[src/verilog/bpc_consts.vh]
// Purpose: constants for the 10GBASE-R PCS test, signal-detect and FEC control block
// Assumes: word-indexed register port, 32-bit data
// Notes: offsets are register indices on the plain register port
`ifndef BPC_CONSTS_VH
`define BPC_CONSTS_VH
// ==========================================
// Register indices
`define BPC_A_SD_CFG 5'h00
`define BPC_A_PCS_CFG 5'h01
`define BPC_A_TEST_CFG 5'h02
`define BPC_A_SEED_A_UP 5'h03
`define BPC_A_SEED_A_LO 5'h04
`define BPC_A_SEED_B_UP 5'h05
`define BPC_A_SEED_B_LO 5'h06
`define BPC_A_TXPAT_UP 5'h07
`define BPC_A_TXPAT_LO 5'h08
`define BPC_A_RXPAT_UP 5'h09
`define BPC_A_RXPAT_LO 5'h0A
`define BPC_A_STATUS 5'h0B
`define BPC_A_ERR_CNT 5'h0C
`define BPC_A_WAKE_CNT 5'h0D
`define BPC_A_FEC_CFG 5'h0E
`define BPC_A_FEC_STICKY 5'h0F
`define BPC_A_CORR_LIM 5'h10
`define BPC_A_UNCORR_LIM 5'h11
`define BPC_A_CORR_CNT 5'h12
`define BPC_A_UNCORR_CNT 5'h13
// ==========================================
// Field positions
`define BPC_LOSS_OF_SIGNAL_REACT_ON 0
`define BPC_SIGNAL_DETECT_POLARITY 1
`define BPC_SIGNAL_DETECT_SOURCE 2
`define BPC_CFG_LOOP 0
`define BPC_CFG_TXTEST 1
`define BPC_CFG_RXTEST 2
`define BPC_TC_TXSEL_LO 0
`define BPC_TC_RXSEL_LO 2
`define BPC_TC_SQPW_LO 4
`define BPC_TC_TXINV 8
`define BPC_TC_RXINV 9
`define BPC_FC_ENA 0
`define BPC_FC_TXFLIP 1
`define BPC_FC_RXFLIP 2
`define BPC_FC_ERRIND 3
`define BPC_FC_RSTCNT 4
`define BPC_ST_LOCK 0
`define BPC_ST_CORR 1
`define BPC_ST_UNCORR 2
// ==========================================
// Pattern choices and reset values
`define BPC_PAT_SQUARE 2'h0
`define BPC_PAT_PSEUDO 2'h1
`define BPC_PAT_PRBS31 2'h2
`define BPC_PAT_USER 2'h3
`define BPC_SQPW_RST 4'h4
`define BPC_LIM_RST 32'hFFFFFFFF
`define BPC_SEED_UP_W 26
`endif

[src/verilog/bpc_ctrl.v]
// Purpose: signal-detect, loopback, test pattern, low power idle and FEC control/status
// Assumes: one 40 MHz clock; pattern datapath supplies match/error events on REF_CLK
// Notes: register port gives read data in the cycle after the read strobe;
//   sticky flags are write-one-to-clear and a coincident event wins;
//   all counters saturate instead of wrapping, so a stuck source stays visible;
//   signal-detect pins pass three samplers, so a change costs three to four cycles
//
// Our own choices: the strobed register port and the placing of the registers.
`include "bpc_consts.vh"

// ==========================================
module bpc_ctrl (
	// Clock and reset
	input wire REF_CLK,
	input wire SYS_RST,
	// Register port
	input wire [4:0] REG_ADDR,
	input wire [31:0] REG_WDATA,
	input wire REG_WR,
	input wire REG_RD,
	output reg [31:0] REG_RDATA,
	// Signal detect inputs
	input wire PMA_SIGNAL_DETECT,
	input wire GPIO_SIGNAL_DETECT,
	// Receive path control
	output reg RX_FSM_RESTART,
	output reg RX_FRAME_ACCEPT,
	output reg TX_TO_RX_LOOPBACK_ON,
	// Test pattern generator and checker configuration
	output reg TEST_MODE_ON,
	output reg [1:0] GENERATOR_PATTERN_CHOICE,
	output reg [1:0] CHECKER_PATTERN_CHOICE,
	output reg [3:0] SQUARE_WAVE_PERIOD,
	output reg GENERATOR_INVERSION_OFF,
	output reg CHECKER_INVERSION_OFF,
	output reg SCRAMBLER_SEED_LOAD,
	output reg [57:0] SEED_A,
	output reg [57:0] SEED_B,
	output reg [63:0] TX_PATTERN,
	output reg [63:0] RX_PATTERN,
	// Checker events
	input wire PATTERN_MATCH,
	input wire PATTERN_ERROR,
	// Low power idle events
	input wire LOW_POWER_IDLE_STATE,
	input wire WAKE_ERROR,
	// FEC control and events
	output reg FORWARD_ERROR_CORRECTION_ON,
	output reg FEC_TX_DATA_FLIP,
	output reg FEC_RX_DATA_FLIP,
	output reg FEC_ERROR_INDICATION,
	input wire FEC_FRAME_LOCK,
	input wire FEC_CORRECTED_BLOCK,
	input wire FEC_UNCORRECTED_BLOCK
);

	// ==========================================
	// Registers
	// Signal-detect, PCS and test configuration
	reg [2:0] sd_cfg;
	reg [2:0] pcs_cfg;
	reg [9:0] test_cfg;

	// Seeds and data patterns, each kept as two words
	reg [25:0] seed_a_upper;
	reg [31:0] seed_a_lower;
	reg [25:0] seed_b_upper;
	reg [31:0] seed_b_lower;
	reg [31:0] transmit_pattern_upper;
	reg [31:0] transmit_pattern_lower;
	reg [31:0] receive_pattern_upper;
	reg [31:0] receive_pattern_lower;

	// Checker and low power idle counters
	reg [31:0] pattern_error_counter;
	reg [31:0] wake_error_counter;

	// FEC configuration, flags, limits and counters
	reg [4:0] fec_cfg;
	reg [2:0] fec_sticky;
	reg [31:0] corrected_limit;
	reg [31:0] uncorrected_limit;
	reg [31:0] corrected_block_counter;
	reg [31:0] uncorrected_block_counter;

	// Edge history and status copies
	reg rst_cnt_armed;
	reg prev_lock;
	reg prev_sd_present;
	reg pattern_match_flag;
	reg low_power_idle_state;

	// Three-stage samplers for pins from outside the clock domain
	reg [2:0] pma_sync;
	reg [2:0] gpio_sync;
	reg pma_level;
	reg gpio_level;

	// Write strobes for registers whose writes act beyond plain storage
	wire wr_fec = REG_WR && (REG_ADDR == `BPC_A_FEC_CFG);
	wire wr_sticky = REG_WR && (REG_ADDR == `BPC_A_FEC_STICKY);
	wire wr_errcnt = REG_WR && (REG_ADDR == `BPC_A_ERR_CNT);
	wire wr_wake = REG_WR && (REG_ADDR == `BPC_A_WAKE_CNT);

	// Saturating increment, used by every counter
	function [31:0] bpc_inc;
		input [31:0] v;
		begin
			bpc_inc = (v == 32'hFFFFFFFF) ? v : v + 32'h00000001;
		end
	endfunction

	// Next value of a block counter: a clear beats a coincident event
	function [31:0] bpc_step;
		input clear;
		input hit;
		input [31:0] v;
		begin
			if (clear)
				bpc_step = 32'h0;
			else if (hit)
				bpc_step = bpc_inc(v);
			else
				bpc_step = v;
		end
	endfunction

	// Threshold crossing: at or below the limit before, above it after
	function bpc_cross;
		input [31:0] prev_cnt;
		input [31:0] next_cnt;
		input [31:0] limit;
		begin
			bpc_cross = (next_cnt > limit) && (prev_cnt <= limit);
		end
	endfunction

	// ==========================================
	// Signal detect
	wire loss_of_signal_react_on = sd_cfg[`BPC_LOSS_OF_SIGNAL_REACT_ON];
	wire signal_detect_polarity = sd_cfg[`BPC_SIGNAL_DETECT_POLARITY];
	wire signal_detect_source = sd_cfg[`BPC_SIGNAL_DETECT_SOURCE];
	wire raw_sd = signal_detect_source ? gpio_level : pma_level;
	wire sd_present = (raw_sd == signal_detect_polarity);
	wire sd_lost = loss_of_signal_react_on && !sd_present;

	// Sample pins; a change counts once stages two and three agree
	always @(posedge REF_CLK or posedge SYS_RST) begin
		if (SYS_RST) begin
			pma_sync <= 3'h0;
			gpio_sync <= 3'h0;
			pma_level <= 1'b0;
			gpio_level <= 1'b0;
		end else begin
			pma_sync <= {pma_sync[1:0], PMA_SIGNAL_DETECT};
			gpio_sync <= {gpio_sync[1:0], GPIO_SIGNAL_DETECT};
			if (pma_sync[1] == pma_sync[2])
				pma_level <= pma_sync[2];
			if (gpio_sync[1] == gpio_sync[2])
				gpio_level <= gpio_sync[2];
		end
	end

	// Receiver restart pulse on signal loss, frame gate held while lost.
	// The restart is an edge and the gate a level: a signal already gone
	// when the reaction is enabled stops frames without a restart pulse.
	always @(posedge REF_CLK or posedge SYS_RST) begin
		if (SYS_RST) begin
			prev_sd_present <= 1'b1;
			RX_FSM_RESTART <= 1'b0;
			RX_FRAME_ACCEPT <= 1'b1;
		end else begin
			prev_sd_present <= sd_present;
			RX_FSM_RESTART <= loss_of_signal_react_on && prev_sd_present && !sd_present;
			RX_FRAME_ACCEPT <= !sd_lost;
		end
	end

	// ==========================================
	// Configuration writes
	always @(posedge REF_CLK or posedge SYS_RST) begin
		if (SYS_RST) begin
			sd_cfg <= 3'h0;
			pcs_cfg <= 3'h0;
			test_cfg <= {2'h0, `BPC_SQPW_RST, 4'h0};
			seed_a_upper <= 26'h0;
			seed_a_lower <= 32'h0;
			seed_b_upper <= 26'h0;
			seed_b_lower <= 32'h0;
			transmit_pattern_upper <= 32'h0;
			transmit_pattern_lower <= 32'h0;
			receive_pattern_upper <= 32'h0;
			receive_pattern_lower <= 32'h0;
			fec_cfg <= 5'h0;
			corrected_limit <= `BPC_LIM_RST;
			uncorrected_limit <= `BPC_LIM_RST;
		end else if (REG_WR) begin
			case (REG_ADDR)
				`BPC_A_SD_CFG: sd_cfg <= REG_WDATA[2:0];
				`BPC_A_PCS_CFG: pcs_cfg <= REG_WDATA[2:0];
				`BPC_A_TEST_CFG: test_cfg <= REG_WDATA[9:0];
				`BPC_A_SEED_A_UP: seed_a_upper <= REG_WDATA[25:0];
				`BPC_A_SEED_A_LO: seed_a_lower <= REG_WDATA;
				`BPC_A_SEED_B_UP: seed_b_upper <= REG_WDATA[25:0];
				`BPC_A_SEED_B_LO: seed_b_lower <= REG_WDATA;
				`BPC_A_TXPAT_UP: transmit_pattern_upper <= REG_WDATA;
				`BPC_A_TXPAT_LO: transmit_pattern_lower <= REG_WDATA;
				`BPC_A_RXPAT_UP: receive_pattern_upper <= REG_WDATA;
				`BPC_A_RXPAT_LO: receive_pattern_lower <= REG_WDATA;
				`BPC_A_FEC_CFG: fec_cfg <= REG_WDATA[4:0];
				`BPC_A_CORR_LIM: corrected_limit <= REG_WDATA;
				`BPC_A_UNCORR_LIM: uncorrected_limit <= REG_WDATA;
				default: ;
			endcase
		end
	end

	// ==========================================
	// Registered control outputs to the datapath
	wire test_on = pcs_cfg[`BPC_CFG_TXTEST] && pcs_cfg[`BPC_CFG_RXTEST];
	wire [1:0] gen_sel = test_cfg[`BPC_TC_TXSEL_LO +: 2];
	always @(posedge REF_CLK or posedge SYS_RST) begin
		if (SYS_RST) begin
			TX_TO_RX_LOOPBACK_ON <= 1'b0;
			TEST_MODE_ON <= 1'b0;
			GENERATOR_PATTERN_CHOICE <= `BPC_PAT_SQUARE;
			CHECKER_PATTERN_CHOICE <= `BPC_PAT_SQUARE;
			SQUARE_WAVE_PERIOD <= `BPC_SQPW_RST;
			GENERATOR_INVERSION_OFF <= 1'b0;
			CHECKER_INVERSION_OFF <= 1'b0;
			SCRAMBLER_SEED_LOAD <= 1'b0;
			SEED_A <= 58'h0;
			SEED_B <= 58'h0;
			TX_PATTERN <= 64'h0;
			RX_PATTERN <= 64'h0;
			FORWARD_ERROR_CORRECTION_ON <= 1'b0;
			FEC_TX_DATA_FLIP <= 1'b0;
			FEC_RX_DATA_FLIP <= 1'b0;
			FEC_ERROR_INDICATION <= 1'b0;
		end else begin
			TX_TO_RX_LOOPBACK_ON <= pcs_cfg[`BPC_CFG_LOOP];
			TEST_MODE_ON <= test_on;
			GENERATOR_PATTERN_CHOICE <= gen_sel;
			CHECKER_PATTERN_CHOICE <= test_cfg[`BPC_TC_RXSEL_LO +: 2];
			SQUARE_WAVE_PERIOD <= test_cfg[`BPC_TC_SQPW_LO +: 4];
			GENERATOR_INVERSION_OFF <= test_cfg[`BPC_TC_TXINV];
			CHECKER_INVERSION_OFF <= test_cfg[`BPC_TC_RXINV];
			// Seeding in user mode would cause errors at every 128-block window
			SCRAMBLER_SEED_LOAD <= test_on && (gen_sel != `BPC_PAT_USER);
			SEED_A <= {seed_a_upper, seed_a_lower};
			SEED_B <= {seed_b_upper, seed_b_lower};
			TX_PATTERN <= {transmit_pattern_upper, transmit_pattern_lower};
			RX_PATTERN <= {receive_pattern_upper, receive_pattern_lower};
			FORWARD_ERROR_CORRECTION_ON <= fec_cfg[`BPC_FC_ENA];
			FEC_TX_DATA_FLIP <= fec_cfg[`BPC_FC_TXFLIP];
			FEC_RX_DATA_FLIP <= fec_cfg[`BPC_FC_RXFLIP];
			FEC_ERROR_INDICATION <= fec_cfg[`BPC_FC_ERRIND];
		end
	end

	// ==========================================
	// Test checker and low power idle status
	always @(posedge REF_CLK or posedge SYS_RST) begin
		if (SYS_RST) begin
			pattern_match_flag <= 1'b0;
			pattern_error_counter <= 32'h0;
			low_power_idle_state <= 1'b0;
			wake_error_counter <= 32'h0;
		end else begin
			pattern_match_flag <= test_on && PATTERN_MATCH;
			low_power_idle_state <= LOW_POWER_IDLE_STATE;
			// Error in the clearing cycle still counts as one
			if (wr_errcnt && REG_WDATA == 32'h0)
				pattern_error_counter <= {31'h0, test_on && PATTERN_ERROR};
			else if (test_on && PATTERN_ERROR)
				pattern_error_counter <= bpc_inc(pattern_error_counter);
			if (wr_wake && REG_WDATA == 32'h0)
				wake_error_counter <= {31'h0, WAKE_ERROR};
			else if (WAKE_ERROR)
				wake_error_counter <= bpc_inc(wake_error_counter);
		end
	end

	// ==========================================
	// FEC counters, thresholds and sticky flags
	// Clear happens on the 1-to-0 write of the reset-counters bit
	wire cnt_clear = wr_fec && rst_cnt_armed && !REG_WDATA[`BPC_FC_RSTCNT];
	wire [31:0] corr_next = bpc_step(cnt_clear, FEC_CORRECTED_BLOCK, corrected_block_counter);
	wire [31:0] uncorr_next = bpc_step(cnt_clear, FEC_UNCORRECTED_BLOCK, uncorrected_block_counter);
	// Lock loss is the falling edge of the lock level; prev_lock resets low
	// so a link still unlocked after reset raises no false flag
	wire lock_lost = prev_lock && !FEC_FRAME_LOCK;
	// Judged against the next count so the flag rises in the crossing cycle
	wire corr_cross = bpc_cross(corrected_block_counter, corr_next, corrected_limit);
	wire uncorr_cross = bpc_cross(uncorrected_block_counter, uncorr_next, uncorrected_limit);
	wire [2:0] sticky_set = {uncorr_cross, corr_cross, lock_lost};
	wire [2:0] sticky_clr = wr_sticky ? REG_WDATA[2:0] : 3'h0;

	always @(posedge REF_CLK or posedge SYS_RST) begin
		if (SYS_RST) begin
			rst_cnt_armed <= 1'b0;
			prev_lock <= 1'b0;
			corrected_block_counter <= 32'h0;
			uncorrected_block_counter <= 32'h0;
			fec_sticky <= 3'h0;
		end else begin
			if (wr_fec)
				rst_cnt_armed <= REG_WDATA[`BPC_FC_RSTCNT];
			prev_lock <= FEC_FRAME_LOCK;
			corrected_block_counter <= corr_next;
			uncorrected_block_counter <= uncorr_next;
			// Write one to clear; a new event in the same cycle wins
			fec_sticky <= (fec_sticky & ~sticky_clr) | sticky_set;
		end
	end

	// ==========================================
	// Register read, data valid the cycle after the strobe
	// Lock and signal presence are read live; match and idle come from copies
	always @(posedge REF_CLK or posedge SYS_RST) begin
		if (SYS_RST) begin
			REG_RDATA <= 32'h0;
		end else if (REG_RD) begin
			case (REG_ADDR)
				`BPC_A_SD_CFG: REG_RDATA <= {29'h0, sd_cfg};
				`BPC_A_PCS_CFG: REG_RDATA <= {29'h0, pcs_cfg};
				`BPC_A_TEST_CFG: REG_RDATA <= {22'h0, test_cfg};
				`BPC_A_SEED_A_UP: REG_RDATA <= {6'h0, seed_a_upper};
				`BPC_A_SEED_A_LO: REG_RDATA <= seed_a_lower;
				`BPC_A_SEED_B_UP: REG_RDATA <= {6'h0, seed_b_upper};
				`BPC_A_SEED_B_LO: REG_RDATA <= seed_b_lower;
				`BPC_A_TXPAT_UP: REG_RDATA <= transmit_pattern_upper;
				`BPC_A_TXPAT_LO: REG_RDATA <= transmit_pattern_lower;
				`BPC_A_RXPAT_UP: REG_RDATA <= receive_pattern_upper;
				`BPC_A_RXPAT_LO: REG_RDATA <= receive_pattern_lower;
				`BPC_A_STATUS: REG_RDATA <= {28'h0, sd_present, FEC_FRAME_LOCK, low_power_idle_state,
					pattern_match_flag};
				`BPC_A_ERR_CNT: REG_RDATA <= pattern_error_counter;
				`BPC_A_WAKE_CNT: REG_RDATA <= wake_error_counter;
				`BPC_A_FEC_CFG: REG_RDATA <= {27'h0, fec_cfg};
				`BPC_A_FEC_STICKY: REG_RDATA <= {29'h0, fec_sticky};
				`BPC_A_CORR_LIM: REG_RDATA <= corrected_limit;
				`BPC_A_UNCORR_LIM: REG_RDATA <= uncorrected_limit;
				`BPC_A_CORR_CNT: REG_RDATA <= corrected_block_counter;
				`BPC_A_UNCORR_CNT: REG_RDATA <= uncorrected_block_counter;
				default: REG_RDATA <= 32'h0; // Unmapped reads as zero
			endcase
		end else begin
			REG_RDATA <= 32'h0;
		end
	end

endmodule

[config.mk]
export PLATFORM = sky130hd
export DESIGN_NAME = bpc_ctrl
export DESIGN_NICKNAME = d
export VERILOG_FILES = /design/src/verilog/bpc_ctrl.v
export VERILOG_INCLUDE_DIRS = /design/src /design/src/verilog
export SDC_FILE = /design/constraint.sdc
export NUM_CORES = 2
export LEC_CHECK = 0
export BUFFER_PORTS_ARGS = -buffer_cell sky130_fd_sc_hd__buf_2
export CORE_MARGIN = 2
export CORE_UTILIZATION = 50
export DETAILED_ROUTE_END_ITERATION = 8
export PLACE_DENSITY = 0.68
export SYNTH_ARGS = -nofsm -noshare
export SYNTH_HDL_FRONTEND = slang
export SYNTH_SLANG_ARGS = --single-unit
[constraint.sdc]
create_clock -name REF_CLK -period 36.4 [get_ports REF_CLK]
set_clock_uncertainty 0.2 [all_clocks]
set_input_delay 1.82 -clock REF_CLK [delete_from_list [all_inputs] [get_ports REF_CLK]]
set_output_delay 1.82 -clock REF_CLK [all_outputs]
set_load 0.1 [all_outputs]
==> tab_implementation.tex <==
\begin{tabular}{lr}
\hline
Metric & Value \\
\hline
\multicolumn{2}{l}{\textbf{Yosys}} \\
Unique cell type count in the Yosys netlist & just over 70 \\
Top cell type by total area after synthesis & sky130\_fd\_sc\_hd\_\_dfrtp\_1 \\
Synthesized area per cell & 12.47 um2 \\
Leading cell type by number of instances after synthesis & sky130\_fd\_sc\_hd\_\_dfrtp\_1 \\
Seq/Total Area, Yosys & 58.91\% \\
Post-synth EDFFs & 0 \\
Async SR Flop Fraction & 100.0\% \\
Cells after Synth & 2625 \\
Register bit total from synthesis & $\sim$770 \\
Area share of the leading cell type in the synthesized netlist & between 50\% and 60\% \\
Post-Syn Area & about 33000 um2 \\
Most instantiated cells after synthesis & sky130\_fd\_sc\_hd\_\_dfrtp\_1 (699), sky130\_fd\_sc\_hd\_\_mux2\_2 (290), sky130\_fd\_sc\_hd\_\_nor2\_1 (139) \\
Top FF cell, synth & sky130\_fd\_sc\_hd\_\_dfrtp\_1 \\
Top cells by area in the synthesized netlist & sky130\_fd\_sc\_hd\_\_dfrtp\_1 (53\%), sky130\_fd\_sc\_hd\_\_mux2\_2 (10\%), sky130\_fd\_sc\_hd\_\_dfstp\_2 (5.5\%) \\
Number of nets in the synthesized netlist & $\sim$2800 \\
Yosys synthesis warning count & 0 \\
\multicolumn{2}{l}{\textbf{Placement}} \\
Routability congestion estimate from global placement & between 0.9 and 1 \\
Count of input and output buffers & 344 \\
Detailed placement HPWL & between 70000 and 80000 um \\
\multicolumn{2}{l}{\textbf{Power and ir drop}} \\
Leakage component of the power & 18.09 nW \\
Pwr/cell area & $\sim$71 nW/um2 \\
Peak ir drop on the vdd network & between 40 and 50 uV \\
\multicolumn{2}{l}{\textbf{Worst setup path}} \\
Worst setup SP type & input port \\
Number of gates on the worst path with buffers counted & 13 \\
List of cells traversed by the critical path & buf\_2 -> nand3b\_1 -> nor2\_1 -> and2\_1 -> and3b\_2 -> buf\_4 -> nor2\_1 -> ha\_1 -> nand4\_1 -> or2\_2 -> nor3\_1 -> a2111oi\_0 -> o32a\_1 \\
Most common cell type on the critical path & sky130\_fd\_sc\_hd\_\_nor2\_1 \\
CP arrival & roughly 6000 ps \\
Max stage delay on crit path & between 500 and 600 ps \\
Worst-case reg-to-reg path depth & 12 \\
Top Family by Delay on Critical Path & simple AND/OR/NAND/NOR gates \\
Critical path buffer and inverter count & 2 \\
Beginning of the worst register-to-register path & uncorrected\_block\_counter[25]\$\_DFF\_PP0\_ \\
Worst setup slack for register-to-register paths & $\sim$32000 ps \\
Critical path peak fanout & 65 \\
Endpoint of the most critical register-to-register path & fec\_sticky[2]\$\_DFF\_PP0\_ \\
Standard cell with the maximum stage delay on the critical path & sky130\_fd\_sc\_hd\_\_buf\_4 \\
Worst Path Required & between 30000 and 40000 ps \\
Worst setup path class & input port to flip-flop \\
Sort of element at the end of the critical path & flip-flop \\
\multicolumn{2}{l}{\textbf{Clocking}} \\
CTS clk-pin slew, worst paths & approximately 70 ps \\
Post-CTS Resized & 0 \\
Number of post-CTS setup repair buffers & 0 \\
TritonCTS sink count & roughly 770 \\
Number of hold buffers added after cts & 0 \\
Root Buffer Master & sky130\_fd\_sc\_hd\_\_clkbuf\_16 \\
Count of H-tree levels built during CTS & 3 \\
Number of buffers inserted during clock tree synthesis & 80 \\
CTS tree & built \\
Clock insertion delay at the later pin of the skew report & approximately 640 ps \\
Clock Tree Buf Depth & 3 \\
\multicolumn{2}{l}{\textbf{Cells and area}} \\
Net count of the finished layout & $\sim$3100 \\
Seq. cell area & just under 20000 um2 \\
Fraction of final layout cells with drive strength greater than 1 & between 30\% and 40\% \\
Area added between synthesis and finish & 16.26\% \\
Number of fill cells & between 5000 and 6000 \\
Final core utilization & roughly three fifths \\
Multi-input combinational cell area & roughly 13000 um2 \\
\multicolumn{2}{l}{\textbf{Global routing}} \\
Total congestion overflow & 0 \\
Wire length of the first global-routing pass & 162700 um \\
GRT Resource Usage Total & between 30\% and 40\% \\
Number of antenna violations at the first check in global routing & 4 \\
Number of global-route vias before repair & 24099 \\
Pin count of the biggest net entering global routing & 186 \\
\multicolumn{2}{l}{\textbf{STA}} \\
Final worst path period need & around 5800 ps \\
Maximum clock frequency & $\sim$170 MHz \\
Final hold violation count & 0 \\
Count of final setup violators & 0 \\
Final critical-path share of the clock period & approximately 16\% \\
Max-slew headroom at the worst pin & between 10\% and 20\% \\
Unrepaired setup endpoints after global routing & no \\
Total negative slack for setup checks & 0 ps \\
Fin. max-slew vios & 0 \\
Transition time at the pin with the least slew margin & around 1200 ps \\
\multicolumn{2}{l}{\textbf{Worst hold path}} \\
Hold Crit Class & flip-flop to flip-flop \\
Origin of the worst min-delay path & pma\_sync[0]\$\_DFF\_PP0\_ \\
Count of cells along the worst hold path & 0 \\
Worst min-delay path endpoint & pma\_sync[1]\$\_DFF\_PP0\_ \\
\multicolumn{2}{l}{\textbf{Route}} \\
DRC violations left & 0 \\
Number of detailed-routing iterations run before antenna repair & 6 \\
Antenna viol nets, final & 0 \\
Number of violations reported at the end of detailed-routing iteration 0 & 2817 \\
Total Routed Length & roughly 110000 um \\
Vias after detailed routing & $\sim$24000 \\
Avg WL per Cell & 28.77 um \\
Via count normalized by instance count & 6.304 \\
\multicolumn{2}{l}{\textbf{Floorplan}} \\
Initial core utilization & 50.67\% \\
Row Count & 93 \\
Area of the die & about 68000 um2 \\
Horizontal extent of the die & around 260 um \\
Vertical die dimension & around 260 um \\
\# IOs & approximately 350 \\
Placeable core region & roughly 65000 um2 \\
\multicolumn{2}{l}{\textbf{Run}} \\
Maximum capacitance violations & 0 \\
\multicolumn{2}{l}{\textbf{Status}} \\
Result of the run & finished, final reports clean \\
\hline
\end{tabular}
[worst max-delay path by stage]
stage | start | end | slack (ps)
after floorplan | SYS_RST | CHECKER_INVERSION_OFF$_DFF_PP0_ | 12960
after global placement | REG_ADDR[0] | fec_sticky[1]$_DFF_PP0_ | 30250
after detailed placement | REG_ADDR[3] | fec_sticky[1]$_DFF_PP0_ | 30090
after CTS | REG_ADDR[3] | fec_sticky[1]$_DFF_PP0_ | 30750
after global routing | REG_ADDR[3] | fec_sticky[1]$_DFF_PP0_ | 30400
final | REG_ADDR[3] | fec_sticky[1]$_DFF_PP0_ | 30640
[kinds of logic after synthesis]
group	count (synthesis)	share of synthesized area, %
AO/OA/AOI/OAI	462	10.04
multiplexers	297	10.19
adder cells (fa/ha/maj)	134	5.108
XOR/XNOR	100	2.677
buffers and inverters	227	2.810
AND/OR/NAND/NOR	638	10.25
flip-flops	767	58.91
[flip-flops by register name, summed over array words and instances (netlist names), 58 cells and up]
register	cells
TX_PATTERN	64
SEED_B	58
SEED_A	58
RX_PATTERN	64
[cells in the final DEF (no fill, tap or decap), types with 6 or more instances in the layout]
cell / instances
sky130_fd_sc_hd__dfrtp_1: 699
sky130_fd_sc_hd__buf_2: 344
sky130_fd_sc_hd__mux2_2: 290
sky130_fd_sc_hd__nor2_1: 134
sky130_fd_sc_hd__ha_1: 132
sky130_fd_sc_hd__a22oi_1: 123
sky130_fd_sc_hd__nand2_1: 122
sky130_fd_sc_hd__nand3_1: 87
sky130_fd_sc_hd__inv_1: 85
sky130_fd_sc_hd__clkbuf_16: 80
sky130_fd_sc_hd__o21ai_0: 75
sky130_fd_sc_hd__nand4_1: 75
sky130_fd_sc_hd__xor2_1: 69
sky130_fd_sc_hd__dfstp_2: 68
sky130_fd_sc_hd__a21oi_1: 68
sky130_fd_sc_hd__a221oi_1: 52
sky130_fd_sc_hd__and3_1: 47
sky130_fd_sc_hd__a22o_1: 44
sky130_fd_sc_hd__buf_4: 38
sky130_fd_sc_hd__xnor2_1: 31
sky130_fd_sc_hd__a31oi_1: 27
sky130_fd_sc_hd__or3_1: 26
sky130_fd_sc_hd__and4_1: 25
sky130_fd_sc_hd__nor3_1: 25
sky130_fd_sc_hd__a21o_1: 23
sky130_fd_sc_hd__clkbuf_8: 19
sky130_fd_sc_hd__clkbuf_1: 17
sky130_fd_sc_hd__nor4_1: 15
sky130_fd_sc_hd__and2_1: 13
sky130_fd_sc_hd__clkinv_2: 12
sky130_fd_sc_hd__nor2_2: 7
sky130_fd_sc_hd__mux2i_1: 7
sky130_fd_sc_hd__nor2b_1: 7
sky130_fd_sc_hd__bufinv_16: 7
sky130_fd_sc_hd__or2_2: 6
sky130_fd_sc_hd__nand2_2: 6
sky130_fd_sc_hd__a41oi_1: 6
sky130_fd_sc_hd__o211ai_1: 6
sky130_fd_sc_hd__a211oi_1: 6
[where the power goes]
part | switching [mW] | internal (mW)
combinational | 0.599 | 0.149
sequential | 0.121 | 1.00
clock | 0.348 | 0.496
[area by class of cell]
| class | instances | share of cell area [%] |
|---|---|---|
| Antenna cell | 3 | 0.01973 |
| Clock buffer | 116 | 6.117 |
| Clock inverter | 31 | 0.9933 |
| Inverter | 86 | 0.8683 |
| Multi-Input combinational cell | 1631 | 33.13 |
| Sequential cell | 767 | 50.68 |
| Tap cell | 855 | 2.812 |
| Timing Repair Buffer | 384 | 5.381 |
[layer usage]
layer	GRT usage, %	routed length (um)	vias up
li1	-	-	10261
met1	46.18	46150	12651
met2	50.59	51290	1255
met3	6.559	9503	248
met4	13.20	4475	2
met5	0	13	-
[through the flow]
step           cell area, um2  cells  hold slack (ps)  power [mW]  setup slack (ps)
5_1_grt                 38040   3871            167.6       2.807             30400
3_3_place_gp            35330   3723            147.5       1.867             30250
6_report                38040   3873            159.6       2.717             30640
2_1_floorplan           32720   2625            131.2       1.695             12960
3_5_place_dp            35330   3723            141.8       1.881             30090
4_1_cts                 38040   3870            164.1       2.720             30750
Note: power is estimated with default switching activity, not from simulation.
